<file path="src/verilog/rsef_pkg.sv">
package rsef_pkg;

  // Register byte offsets on the bus
  localparam logic [7:0] OFS_CTRL = 8'h00;
  localparam logic [7:0] OFS_FLAG = 8'h04;
  localparam logic [7:0] OFS_IE = 8'h08;
  localparam logic [7:0] OFS_COUNT = 8'h0c;
  localparam logic [7:0] OFS_STATE = 8'h10;
  localparam logic [1:0] TABLE_REGION = 2'b01;

  // Sizes
  localparam int NUM_FLAGS = 7;
  localparam int FE_WIDTH = 8;
  localparam int TABLE_DEPTH = 16;
  localparam int SYNC_WIDTH = FE_WIDTH + 4;

  // Flag positions
  localparam int FLG_FRONT_END = 0;
  localparam int FLG_STOP = 1;
  localparam int FLG_START = 2;
  localparam int FLG_CNT1 = 3;
  localparam int FLG_CNT2 = 4;
  localparam int FLG_BIT6 = 5;
  localparam int FLG_BIT7 = 6;

  // Control register field positions
  localparam int CTL_SCAN_EN = 0;
  localparam int CTL_CNT1_UP = 1;
  localparam int CTL_CNT1_DN = 2;
  localparam int CTL_CNT2_DN = 3;
  localparam int CTL_CNT_RST = 4;
  localparam int CTL_FE_SEL = 8;
  localparam int CTL_IS1 = 12;
  localparam int CTL_IS2 = 14;

  // State byte bit positions
  localparam int Q_PAIR_LOW = 0;
  localparam int Q_BIT_ONE = 1;
  localparam int Q_BIT_TWO = 2;
  localparam int Q_PAIR_HIGH = 3;
  localparam int Q_BIT_SIX = 6;
  localparam int Q_BIT_SEVEN = 7;

  // Synchroniser lane positions
  localparam int SYN_PAIR_LOW = FE_WIDTH;
  localparam int SYN_PAIR_HIGH = FE_WIDTH + 1;
  localparam int SYN_STOP = FE_WIDTH + 2;
  localparam int SYN_START = FE_WIDTH + 3;

  // Reset values
  localparam logic [7:0] STATE_RESET = 8'h00;
  localparam logic [7:0] COUNT_RESET = 8'h00;
  localparam logic [NUM_FLAGS-1:0] IE_RESET = 7'h00;

  // Quadrature decoding table, index {previous pair, current pair}
  localparam logic [7:0] TABLE_RESET [TABLE_DEPTH] = '{
    8'h00, 8'h03, 8'h0c, 8'h49,
    8'h00, 8'h01, 8'h48, 8'h09,
    8'h00, 8'h41, 8'h08, 8'h09,
    8'h40, 8'h01, 8'h08, 8'h09
  };

  // Interval masks: count modulo 4, 16, 64, 256
  localparam logic [7:0] INTERVAL_MASK [4] = '{8'h03, 8'h0f, 8'h3f, 8'hff};

  typedef struct packed {
    logic [1:0] is2;
    logic [1:0] is1;
    logic [2:0] fe_sel;
    logic cnt_rst;
    logic cnt2_dn;
    logic cnt1_dn;
    logic cnt1_up;
    logic scan_en;
  } rsef_ctrl_t;

  localparam rsef_ctrl_t CTRL_RESET = '0;

  typedef struct packed {
    logic [7:0] cnt2;
    logic [7:0] cnt1;
  } rsef_counts_t;

  typedef enum logic [3:0] {
    BUS_IDLE = 4'b0001,
    BUS_WRITE = 4'b0010,
    BUS_RWAIT = 4'b0100,
    BUS_RDATA = 4'b1000
  } rsef_bus_t;

endpackage

</file>
<file path="src/verilog/rsef_flag.sv">
`timescale 1ns/1ps
module rsef_flag
  import rsef_pkg::*;
(
  // Clock and reset
  input wire logic clock_in,
  input wire logic rst_n_in,
  // Events
  input wire logic set_in,
  input wire logic clear_in,
  // State
  output logic flag_out
);

  logic flag_q;

  // Set beats a clear in the same cycle
  always_ff @(posedge clock_in)
  begin
    if (!rst_n_in)
      flag_q <= 1'b0;
    else if (set_in)
      flag_q <= 1'b1;
    else if (clear_in)
      flag_q <= 1'b0;
  end

  assign flag_out = flag_q;

endmodule

</file>
<file path="src/verilog/rsef_interval.sv">
`timescale 1ns/1ps
module rsef_interval
  import rsef_pkg::*;
#(
  parameter int WIDTH = 8
)
(
  // Clock and reset
  input wire logic clock_in,
  input wire logic rst_n_in,
  // Counter view
  input wire logic clear_in,
  input wire logic [WIDTH-1:0] count_in,
  input wire logic [1:0] sel_in,
  // One-cycle crossing pulse
  output logic hit_out
);

  logic [WIDTH-1:0] last_q;
  logic on_boundary;

  assign on_boundary = (count_in & INTERVAL_MASK[sel_in]) == '0;
  // Same boundary again after a wobble does not count
  assign hit_out = on_boundary && (count_in != last_q) && !clear_in;

  always_ff @(posedge clock_in)
  begin
    if (!rst_n_in || clear_in)
      last_q <= '0;
    else if (hit_out)
      last_q <= count_in;
  end

endmodule

</file>
<file path="src/verilog/rsef_top.sv">
// Chosen here: the AHB-Lite interface to the registers and the register offsets.
`timescale 1ns/1ps
// How it works
// - Seven event flags share one interrupt line, each with its own enable.
// - Interrupt is high only for set, enabled flags while global enable is high.
// - Hardware never clears a flag; only a software write does.
// - Flag 0 sets when the selected front-end output turns active.
// - Flag 1 sets on each rising edge of the sequencer stop signal.
// - Flag 2 sets when the sequencer starts a new sequence.
// - Flag 3 sets when counter one reaches its selected count interval.
// - Flag 4 sets when counter two reaches its selected count interval.
// - Flag 5 sets on entry into a state whose byte has bit six set.
// - Flag 6 sets on entry into a state whose byte has bit seven set.
// - Interval flags use hysteresis; wobbling over a boundary sets them once.
// - Direction comes from previous and current sensor pairs; 00 goes to 01 or 10.
// - Full rotations count leaving 00: 003h counts up, 00Ch counts down.
// - Both sensor bits changing at once is an error entry with bit six set.
// - Counter one counts up on bit one entry and down on bit two entry.
module rsef_top
  import rsef_pkg::*;
(
  // Clock and reset
  input wire logic clock_in,
  input wire logic rst_n_in,
  // AHB-Lite slave
  input wire logic hsel_in,
  input wire logic [31:0] haddr_in,
  input wire logic [1:0] htrans_in,
  input wire logic hwrite_in,
  input wire logic [2:0] hsize_in,
  input wire logic [31:0] hwdata_in,
  input wire logic hready_in,
  output logic [31:0] hrdata_out,
  output logic hreadyout_out,
  output logic hresp_out,
  // Sensor front end and sequencer, asynchronous
  input wire logic [FE_WIDTH-1:0] front_end_output_in,
  input wire logic sequencer_stop_signal_in,
  input wire logic sequence_start_in,
  input wire logic sensor_pair_low_in,
  input wire logic sensor_pair_high_in,
  // Processor side
  input wire logic global_irq_enable_in,
  output logic irq_out
);

  rsef_bus_t bus_q;
  rsef_bus_t bus_d;
  logic [7:0] addr_q;
  logic [31:0] hrdata_q;
  rsef_ctrl_t ctrl_q;
  logic [NUM_FLAGS-1:0] ie_q;
  logic [NUM_FLAGS-1:0] flags;
  logic [NUM_FLAGS-1:0] flag_set;
  logic [NUM_FLAGS-1:0] flag_clear;
  logic [7:0] table_q [TABLE_DEPTH];
  logic [SYNC_WIDTH-1:0] sync1_q;
  logic [SYNC_WIDTH-1:0] sync2_q;
  logic [SYNC_WIDTH-1:0] prev_q;
  logic [7:0] state_q;
  logic started_q;
  logic step_q;
  rsef_counts_t counts_q;
  logic bus_req;
  logic wr_en;
  logic rd_load;
  logic table_hit;
  logic [3:0] table_idx;
  logic [3:0] next_idx;
  logic cnt_clear;
  logic scan_off;
  logic stop_rise;
  logic stop_fall;
  logic start_rise;
  logic fe_rise;
  logic [31:0] rd_mux;
  logic cnt1_hit;
  logic cnt2_hit;

  // Bus front end: writes take no wait, reads one wait state
  assign bus_req = hsel_in && htrans_in[1] && hready_in;
  assign wr_en = (bus_q == BUS_WRITE);
  assign rd_load = (bus_q == BUS_RWAIT);
  assign hreadyout_out = (bus_q != BUS_RWAIT);
  assign hresp_out = 1'b0;
  assign hrdata_out = hrdata_q;
  assign table_hit = (addr_q[7:6] == TABLE_REGION);
  assign table_idx = addr_q[5:2];

  always_comb
  begin
    bus_d = BUS_IDLE;
    unique case (bus_q)
      BUS_RWAIT:
        bus_d = BUS_RDATA;
      BUS_IDLE, BUS_WRITE, BUS_RDATA:
      begin
        if (bus_req)
          bus_d = hwrite_in ? BUS_WRITE : BUS_RWAIT;
      end
      default:
        bus_d = BUS_IDLE;
    endcase
  end

  always_ff @(posedge clock_in)
  begin
    if (!rst_n_in)
    begin
      bus_q <= BUS_IDLE;
      addr_q <= '0;
    end
    else
    begin
      bus_q <= bus_d;
      if (bus_q != BUS_RWAIT && bus_req)
        addr_q <= {haddr_in[7:2], 2'b00};
    end
  end

  // Read multiplexer
  always_comb
  begin
    rd_mux = '0;
    if (table_hit)
      rd_mux = {24'h000000, table_q[table_idx]};
    else
    begin
      unique case (addr_q)
        OFS_CTRL:
          rd_mux = {16'h0000, ctrl_q.is2, ctrl_q.is1, 1'b0, ctrl_q.fe_sel,
                    3'b000, ctrl_q.cnt_rst, ctrl_q.cnt2_dn, ctrl_q.cnt1_dn,
                    ctrl_q.cnt1_up, ctrl_q.scan_en};
        OFS_FLAG:
          rd_mux = {25'h0000000, flags};
        OFS_IE:
          rd_mux = {25'h0000000, ie_q};
        OFS_COUNT:
          rd_mux = {16'h0000, counts_q};
        OFS_STATE:
          rd_mux = {23'h000000, started_q, state_q};
        default:
          rd_mux = '0;
      endcase
    end
  end

  always_ff @(posedge clock_in)
  begin
    if (!rst_n_in)
      hrdata_q <= '0;
    else if (rd_load)
      hrdata_q <= rd_mux;
  end

  // Control and enable registers
  always_ff @(posedge clock_in)
  begin
    if (!rst_n_in)
    begin
      ctrl_q <= CTRL_RESET;
      ie_q <= IE_RESET;
    end
    else if (wr_en && addr_q == OFS_CTRL)
    begin
      ctrl_q.scan_en <= hwdata_in[CTL_SCAN_EN];
      ctrl_q.cnt1_up <= hwdata_in[CTL_CNT1_UP];
      ctrl_q.cnt1_dn <= hwdata_in[CTL_CNT1_DN];
      ctrl_q.cnt2_dn <= hwdata_in[CTL_CNT2_DN];
      ctrl_q.cnt_rst <= hwdata_in[CTL_CNT_RST];
      ctrl_q.fe_sel <= hwdata_in[CTL_FE_SEL +: 3];
      ctrl_q.is1 <= hwdata_in[CTL_IS1 +: 2];
      ctrl_q.is2 <= hwdata_in[CTL_IS2 +: 2];
    end
    else if (wr_en && addr_q == OFS_IE)
      ie_q <= hwdata_in[NUM_FLAGS-1:0];
  end

  // State table storage, loaded with the quadrature decoder
  always_ff @(posedge clock_in)
  begin
    if (!rst_n_in)
      table_q <= TABLE_RESET;
    else if (wr_en && table_hit)
      table_q[table_idx] <= hwdata_in[7:0];
  end

  // Two-stage synchronisers, then a history stage for edges
  always_ff @(posedge clock_in)
  begin
    if (!rst_n_in)
    begin
      sync1_q <= '0;
      sync2_q <= '0;
      prev_q <= '0;
    end
    else
    begin
      sync1_q <= {sequence_start_in, sequencer_stop_signal_in, sensor_pair_high_in,
                  sensor_pair_low_in, front_end_output_in};
      sync2_q <= sync1_q;
      prev_q <= sync2_q;
    end
  end

  assign scan_off = !ctrl_q.scan_en;
  assign stop_rise = sync2_q[SYN_STOP] && !prev_q[SYN_STOP];
  assign stop_fall = !sync2_q[SYN_STOP] && prev_q[SYN_STOP];
  assign start_rise = sync2_q[SYN_START] && !prev_q[SYN_START];
  assign fe_rise = sync2_q[ctrl_q.fe_sel] && !prev_q[ctrl_q.fe_sel];

  // Next index: previous pair from the state byte, current pair from sensors
  always_comb
  begin
    next_idx = {2'b00, sync2_q[SYN_PAIR_HIGH], sync2_q[SYN_PAIR_LOW]};
    if (started_q)
      next_idx[3:2] = {state_q[Q_PAIR_HIGH], state_q[Q_PAIR_LOW]};
  end

  // State machine steps on the falling edge of the stop signal
  always_ff @(posedge clock_in)
  begin
    if (!rst_n_in || scan_off)
    begin
      state_q <= STATE_RESET;
      started_q <= 1'b0;
      step_q <= 1'b0;
    end
    else
    begin
      step_q <= stop_fall;
      if (stop_fall)
      begin
        state_q <= table_q[next_idx];
        started_q <= 1'b1;
      end
    end
  end

  // Rotation counters react to the byte just entered
  assign cnt_clear = rd_load && addr_q == OFS_COUNT && ctrl_q.cnt_rst;

  always_ff @(posedge clock_in)
  begin
    if (!rst_n_in || scan_off || cnt_clear)
      counts_q <= '{cnt2: COUNT_RESET, cnt1: COUNT_RESET};
    else if (step_q)
    begin
      if (ctrl_q.cnt1_up && state_q[Q_BIT_ONE]
          && !(ctrl_q.cnt1_dn && state_q[Q_BIT_TWO]))
        counts_q.cnt1 <= counts_q.cnt1 + 8'h01;
      else if (ctrl_q.cnt1_dn && state_q[Q_BIT_TWO]
               && !(ctrl_q.cnt1_up && state_q[Q_BIT_ONE]))
        counts_q.cnt1 <= counts_q.cnt1 - 8'h01;
      if (ctrl_q.cnt2_dn && state_q[Q_BIT_TWO])
        counts_q.cnt2 <= counts_q.cnt2 - 8'h01;
    end
  end

  rsef_interval #(
    .WIDTH(8)
  ) u_cnt1_interval (
    .clock_in(clock_in),
    .rst_n_in(rst_n_in),
    .clear_in(scan_off || cnt_clear),
    .count_in(counts_q.cnt1),
    .sel_in(ctrl_q.is1),
    .hit_out(cnt1_hit)
  );

  rsef_interval #(
    .WIDTH(8)
  ) u_cnt2_interval (
    .clock_in(clock_in),
    .rst_n_in(rst_n_in),
    .clear_in(scan_off || cnt_clear),
    .count_in(counts_q.cnt2),
    .sel_in(ctrl_q.is2),
    .hit_out(cnt2_hit)
  );

  // Event sources for the flags
  always_comb
  begin
    flag_set = '0;
    flag_set[FLG_FRONT_END] = ctrl_q.scan_en && fe_rise;
    flag_set[FLG_STOP] = ctrl_q.scan_en && stop_rise;
    flag_set[FLG_START] = ctrl_q.scan_en && start_rise;
    flag_set[FLG_CNT1] = cnt1_hit;
    flag_set[FLG_CNT2] = cnt2_hit;
    flag_set[FLG_BIT6] = step_q && state_q[Q_BIT_SIX];
    flag_set[FLG_BIT7] = step_q && state_q[Q_BIT_SEVEN];
  end

  // Writing a one clears that flag
  assign flag_clear = (wr_en && addr_q == OFS_FLAG) ? hwdata_in[NUM_FLAGS-1:0] : '0;

  for (genvar i = 0; i < NUM_FLAGS; i++)
  begin : g_flag
    rsef_flag u_flag (
      .clock_in(clock_in),
      .rst_n_in(rst_n_in),
      .set_in(flag_set[i]),
      .clear_in(flag_clear[i]),
      .flag_out(flags[i])
    );
  end

  // One shared request line
  assign irq_out = global_irq_enable_in && |(flags & ie_q);

endmodule

</file>
<file path="config.mk">
export PLATFORM = sky130hd
export DESIGN_NAME = rsef_top
export DESIGN_NICKNAME = d
export VERILOG_FILES = /design/src/verilog/rsef_pkg.sv /design/src/verilog/rsef_flag.sv /design/src/verilog/rsef_interval.sv /design/src/verilog/rsef_top.sv
export SDC_FILE = /design/constraint.sdc
export NUM_CORES = 1
export LEC_CHECK = 0
export BUFFER_PORTS_ARGS = -buffer_cell sky130_fd_sc_hd__buf_2
export CAP_MARGIN = 20
export CELL_PAD_IN_SITES_DETAIL_PLACEMENT = 1
export CELL_PAD_IN_SITES_GLOBAL_PLACEMENT = 2
export CORE_ASPECT_RATIO = 1.75
export CORE_MARGIN = 5
export CORE_UTILIZATION = 38
export CTS_CLUSTER_DIAMETER = 40
export DETAILED_ROUTE_END_ITERATION = 10
export PLACE_DENSITY = 0.8
export SLEW_MARGIN = 10
export SYNTH_ARGS = -nofsm -noshare
export SYNTH_HDL_FRONTEND = slang
export SYNTH_SLANG_ARGS = --single-unit
export TNS_END_PERCENT = 50
</file>
<file path="constraint.sdc">
create_clock -name clock_in -period 2.5 [get_ports clock_in]
set_input_delay 0.375 -clock clock_in [delete_from_list [all_inputs] [get_ports clock_in]]
set_output_delay 0.375 -clock clock_in [all_outputs]
set_load 0.01 [all_outputs]
</file>
* Yosys cells after proc, flatten, opt, wreduce, memory -nomap -nowiden
Index checks and enable logic that the tools add are counted.
** Cells by class
- Add/subtract/negate cells :: 3
- $mul :: 0
- Div/mod/pow operators :: 0
- Order comparisons :: 6
- Equal/unequal tests :: 12
- Shifts and indexed selects :: 0
- Multiplexer cells :: 42
- Bitwise logic cells :: 8
- Reduce and logical (&&, ||, !) cells :: 58
** Operator list (number)
- $bwmux 128 :: 1
- $mux 8 :: 11
- $pmux 16 s5 :: 1
- $bmux 8 s4 :: 2
- $bmux 8 s2 :: 2
- $demux 8 s4 :: 1
- $logic_and 1x1->1 :: 29
- $logic_not 8->1 :: 3
- $and 8x8->8 :: 2
- $mux 1 :: 16
- $mux 16 :: 1
- $ne 8x8->1 :: 2
- $reduce_bool 2->1 :: 8
- $sub 8x1->8 const B :: 2
- $eq 6x2->1 const B :: 2
- $ge 5x5->1 const B :: 2
- $not 4->5 :: 2
- $logic_not 1->1 :: 9
- $add 8x1->8 const B :: 1
- $pmux 4 s2 :: 1
- $and 7x7->7 :: 1
- $mux 7 :: 1
- $reduce_or 7->1 :: 1
- $bmux 1 s3 :: 2
- other kinds (18) :: 26
** Storage, ports and cells
- Bits in registers :: 274
- Latch bits :: 0
- RAM bits :: 0
- Memory bits (read-only) :: 0
- Word-level logic and storage cells :: 174
- Memories :: 0

* Logic depth before layout (Yosys ltp)
- Depth after elaboration :: 9
- Depth in mapped cells :: 10
- Depth with buffers taken out :: 10

* Hierarchy
Synthesis repeated with hierarchy kept, for this count alone.
** Unflattened totals
- Cells, all modules :: 1359
- Area total of the unflattened synthesis :: 12555.8 µm²
** Modules (own cells, without submodules)
- rsef_top :: times used 1, cells an instance 1244, area an instance 11385.9 µm²
- rsef_interval :: times used 2, cells an instance 47, area an instance 440.4 µm²
- rsef_flag :: times used 7, cells an instance 3, area an instance 41.3 µm²

* Least setup slack after synthesis
No wires, ideal clock.
- Path type :: reg-to-reg
- From :: reg state_q[1]
- To :: reg counts_q[7] (netlist bit)
- Arrival :: 2.112 ns
- Setup slack :: 0.316 ns
- Cell stages (with the launch flop) :: 11
- Path buffers :: 0
- Cell sequence :: dfxtp_1 -> and2_1 -> ha_1 -> inv_1 -> ha_1 -> a21o_1 -> a41oi_1 -> nand3_1 -> a21o_1 -> a21oi_1 -> mux2i_1
** Between the ends
- Word-level cells in the longest chain between the ends :: 5
- Elaborated cells on any way between the ends :: 7
- Those cells by class :: mux (1); reduce/logical (6)
** Ends and longest elaborated chain
- start, declared :: RTL line rsef_top.sv:60 : logic [7:0] state_q;
- start signal, assigned :: RTL line rsef_top.sv:234 : state_q <= table_q[next_idx];
- $logic_and 1x1->1 (*) :: RTL line rsef_top.sv:249, rsef_top.sv:253
- $logic_not 1->1 :: RTL line rsef_top.sv:253 : && !(ctrl_q.cnt1_up && state_q[Q_BIT_ONE]))
- $logic_and 1x1->1 :: RTL line rsef_top.sv:253
- $reduce_bool 2->1 (no source line)
- $reduce_and 2->1 (no source line)
- end signal, assigned :: RTL line rsef_top.sv:246 : counts_q <= '{cnt2: COUNT_RESET, cnt1: COUNT_RESET};
- end, declared :: RTL line rsef_top.sv:63 : rsef_counts_t counts_q;
Every way passes the cells marked *; elsewhere a longest branch is shown, timed or not.
A chain may end at the register's enable or synchronous reset.

* Worst setup path in the final report
- From :: reg addr_q[2]
- To :: reg hrdata_q[6], in the netlist hrdata_out[6]
** Between the ends
- Word-level cells in the longest chain between the ends :: 5
- Elaborated cells on any way between the ends :: 11
- Those cells by class :: eq/ne (4); mux (5); bitwise (1); reduce/logical (1)
** Ends and longest elaborated chain
- start, declared :: RTL line rsef_top.sv:49 : logic [7:0] addr_q;
- start signal, assigned :: RTL line rsef_top.sv:117 : addr_q <= {haddr_in[7:2], 2'b00};
- $not 4->5 (not written as such) :: RTL line rsef_top.sv:126 : rd_mux = {24'h000000, table_q[table_idx]};
- $bmux 8 s4 :: RTL line rsef_top.sv:126
- $mux 8 (not written as such) (2 in series) :: RTL line rsef_top.sv:126
- $mux 16 (*) :: RTL line rsef_top.sv:125 : if (table_hit)
- end signal, assigned :: RTL line rsef_top.sv:153 : hrdata_q <= rd_mux;
- end, declared :: RTL line rsef_top.sv:50 : logic [31:0] hrdata_q;
Every way passes the cells marked *; elsewhere a longest branch is shown, timed or not. The select of a mux whose other input is x is not followed.

==> run summary <==
Status -> completed
Logic pwr share -> 0.042
DIE HEIGHT -> 250 um
Clock H-tree levels -> 2
Power Density -> 668 mW/mm^2
Initial DRT Pass Iterations -> 5
Register bit count reported by yosys -> 256
Mapped Avg Cell Area -> 9.80 sq um
Crit. End Element -> flip-flop
DRC viols -> 0
Hold Buf Count CTS -> 0
Total power -> 9.70 mW
N_diodes -> 0
Crit path DAT -> 2.84 ns
Core area -> 0.0323 sq mm
Flop pwr share -> 0.425
Layout Area Growth over Synthesis -> 16.5%
Top cells by area, synth -> dfxtp_1 (41%), mux4_2 (12%), mux2i_1 (8.2%)
VDD IR max -> 316 uV
Iteration-0 DRC Markers -> 522
CTS tree -> built
WL/cell -> 22.9 um
Max-Cap Viols -> 0
Clock-pin slew on the worst setup and hold paths -> 0.06 ns
DR vias -> 9861
Yosys top cell by area -> dfxtp_1
Crit Path Category -> reg -> reg
Largest net degree at the start of global routing -> 147
Worst min-delay path class -> in -> reg
Cell internal pwr -> 7.45 mW
Worst skew pair latency -> 0.52 ns
R2R Path End -> hrdata_out[6]$_SDFFE_PN0N_
Placer Congestion -> 0.869
Slew Viols, Final -> 0
Crit path capture -> hrdata_out[6]$_SDFFE_PN0N_
WP data required -> 2.90 ns
Worst-Margin Slew -> 0.734 ns
Slew HR -> 0.509
Worst R2R Path Depth -> 6
Clock root buffer -> clkbuf_16
IO buf count -> 57
Die ar. -> 0.0367 sq mm
CP max FO -> 14
DRT Wirelength -> 40.1 mm
Sink Count -> 256
Sequential-to-total area share from yosys stat -> 0.411
CP Launch Type -> flip-flop
Netlist cell types -> 59
Via/cell ratio -> 5.62
GRT Resource Usage Total -> 0.217
Cts bufs inserted -> 34
Share of cells above drive strength 1 -> 0.202
Post-layout instance area -> 0.0145 sq mm
Mapped Area -> 0.0125 sq mm
Initial antenna violation count -> 0
DP HPWL -> 28.4 mm
Net switching power figure -> 2.26 mW
Routed Antenna Nets -> 0
RSZ-0062 raised after global routing -> yes
Leak -> 5.18 nW
Crit. Startpoint -> addr_q[2]$_SDFFE_PN0P_
Post-CTS setup buffer count -> 0
Fin crit share -> 0.974
Post-Synthesis Cells -> 1273
Post-synth EDFFs -> 0
Net Sw Frac -> 0.233
Clk buf depth -> 3
Layout Utilization -> 0.450
Synth async-reset ratio -> 0
Vias in the first global route -> 10600
Total Nets Final -> 1425
Clock skew after layout -> 0.0187 ns
# rows -> 87
Clock group share of total power -> 0.533
Tmin final -> 2.43 ns
Final Hold Vio Count -> 0
Max Fclk -> 411 MHz
Placed cell area -> 0.0133 sq mm
First-pass GRT wire length -> 62.0 mm
I/O pin count -> 122
Top cell type's share of synthesized area -> 0.411
Die width -> 147 um
Synth warnings -> 0
Top FF cell, synth -> dfxtp_1
Total grt overflow -> 0
Final setup viols -> 0
Worst reg2reg setup slack -> 0.07 ns
RR Startpoint -> addr_q[2]$_SDFFE_PN0P_
Initial core utilization -> 0.386
## cells in the mapped netlist (2+ instances only)
library cell,n
a22o_1,6
nand3b_1,2
nor2_4,4
buf_2,18
o221a_2,5
nor4_1,6
a221oi_1,7
and3_1,7
or4_1,2
o21ai_0,54
o32ai_1,5
a22oi_1,14
xor2_1,20
nor2b_1,75
and2_1,46
ha_1,8
a211oi_1,8
dfxtp_1,256
mux4_2,67
a31oi_1,10
inv_1,15
buf_4,19
a21o_1,4
nand2_1,183
mux2i_1,102
or3_1,2
a2111oi_0,3
nand2b_1,7
a21oi_1,15
a21boi_0,68
buf_1,13
nor2_1,51
nor3b_1,5
a31o_2,3
nand3_1,57
mux2_2,5
nor3_1,3
o21a_1,2
o31ai_1,4
clkbuf_1,58
xnor2_1,6
nor2_2,4
nand3_2,2
nor3_4,2
o22ai_1,6
## placed cells by master, fill, tap and decap left out, drive strengths merged, types with 3 or more instances in the layout
master / count
nor3b: 5
nor2: 59
nor2b: 75
a22o: 6
a2111oi: 3
a221oi: 7
o21ai: 54
mux2i: 102
nand2: 183
and2: 47
conb: 17
o32ai: 5
bufinv: 5
nand3: 59
and3: 7
nor3: 6
o31ai: 4
xor2: 20
mux2: 5
clkinv: 7
a21o: 4
clkbuf: 39
buf: 112
nand2b: 7
mux4: 67
a21boi: 68
o22ai: 6
ha: 8
a21oi: 15
dfxtp: 256
inv: 25
xnor2: 6
a211oi: 8
o221a: 5
a31o: 3
nor4: 7
a31oi: 10
a22oi: 14
## final cells by class
type / instances / area (sq um)
Inverter: 16 / 60.1
Multi-Input combinational cell: 909 / 6880
Fill cell: 3620 / 17800
Sequential cell: 256 / 5130
Tap cell: 400 / 500
Timing Repair Buffer: 112 / 776
Clock buffer: 39 / 911
Clock inverter: 22 / 279
## critical path, cell delays in order (launching register included)
cell	delay, ns
dfxtp_4	0.54
mux4_2	0.60
mux2i_1	0.26
nor2_1	0.08
a2111oi_1	0.58
buf_4	0.21
nor2_1	0.04
## cells by family (layout without fill, tap and decap cells)
group | after synthesis | after routing | share of synthesized area
buffers and inverters | 124 | 189 | 0.0448
DFF | 256 | 256 | 0.411
muxes | 174 | 174 | 0.207
adders and majority gates | 9 | 9 | 0.00963
xor gates and xnor gates | 26 | 26 | 0.0183
and+or+nand+nor | 465 | 465 | 0.188
other | 1 | 17 | 0.000301
AOI/OAI and AO/OA | 218 | 218 | 0.120
## how the worst min path moves through the flow
stage | startpoint | end | slack (ns) | cells past startpoint
after floorplan | sync1_q[0]$_SDFF_PN0_ | sync2_q[0]$_SDFF_PN0_ | 0.41 | 1
after global placement | sync1_q[6]$_SDFF_PN0_ | sync2_q[6]$_SDFF_PN0_ | 0.42 | 1
after detailed placement | sync1_q[2]$_SDFF_PN0_ | sync2_q[2]$_SDFF_PN0_ | 0.42 | 1
after CTS | hwrite_in | bus_q[2]$_SDFF_PN0_ | 0.009 | 2
after global routing | hwrite_in | bus_q[2]$_SDFF_PN0_ | 0.02 | 2
final | hwrite_in | bus_q[2]$_SDFF_PN0_ | 0.03 | 2
## repair_timing
item                       4_1_cts  5_1_grt
resized for setup                2        1
setup endpoints to repair        1        2
pin swaps                        0        0
gates cloned                     0        0
## per-stage QoR
stage | setup WS [ns] | hold WS, ns | instances | TNS (ns)
after CTS | 0.0909 | 0.00935 | 1754 | 0
after floorplan | 0.316 | 0.412 | 1289 | 0
final | 0.0658 | 0.0286 | 1754 | 0
after detailed placement | -0.139 | 0.425 | 1693 | -0.139
after global placement | -0.135 | 0.419 | 1693 | -0.135
after global routing | -0.00772 | 0.0238 | 1754 | -0.00772
## routing by layer
| layer | part of all wire | up-vias | GRT usage |
|---|---|---|---|
| li1 | - | 4597 | - |
| met1 | 0.35 | 4954 | 0.217 |
| met2 | 0.56 | 214 | 0.428 |
| met3 | 0.030 | 96 | 0.0241 |
| met4 | 0.061 | 0 | 0.116 |
| met5 | 0 | - | 0 |
## state kept, by name, indices dropped and copies added (netlist names)
name	cells
sync1_q	12
u_cnt2_interval.last_q	8
addr_q	6
started_q	1
counts_q	16
ctrl_q	12
prev_q	10
table_q	128
step_q	1
bus_q	4
sync2_q	12
state_q	8
g_flag.u_flag.flag_out	7
ie_q	7
u_cnt1_interval.last_q	8
hrdata_out	16
## power groups by stage
stage,clock (mW),combinational (mW),sequential (mW)
2_1_floorplan,0,0.276,4.21
3_3_place_gp,0,0.405,4.21
3_5_place_dp,0,0.408,4.22
4_1_cts,5.28,0.409,4.12
5_1_grt,5.45,0.432,4.13
6_report,5.17,0.406,4.12
Power figures use the tool's default switching activity.
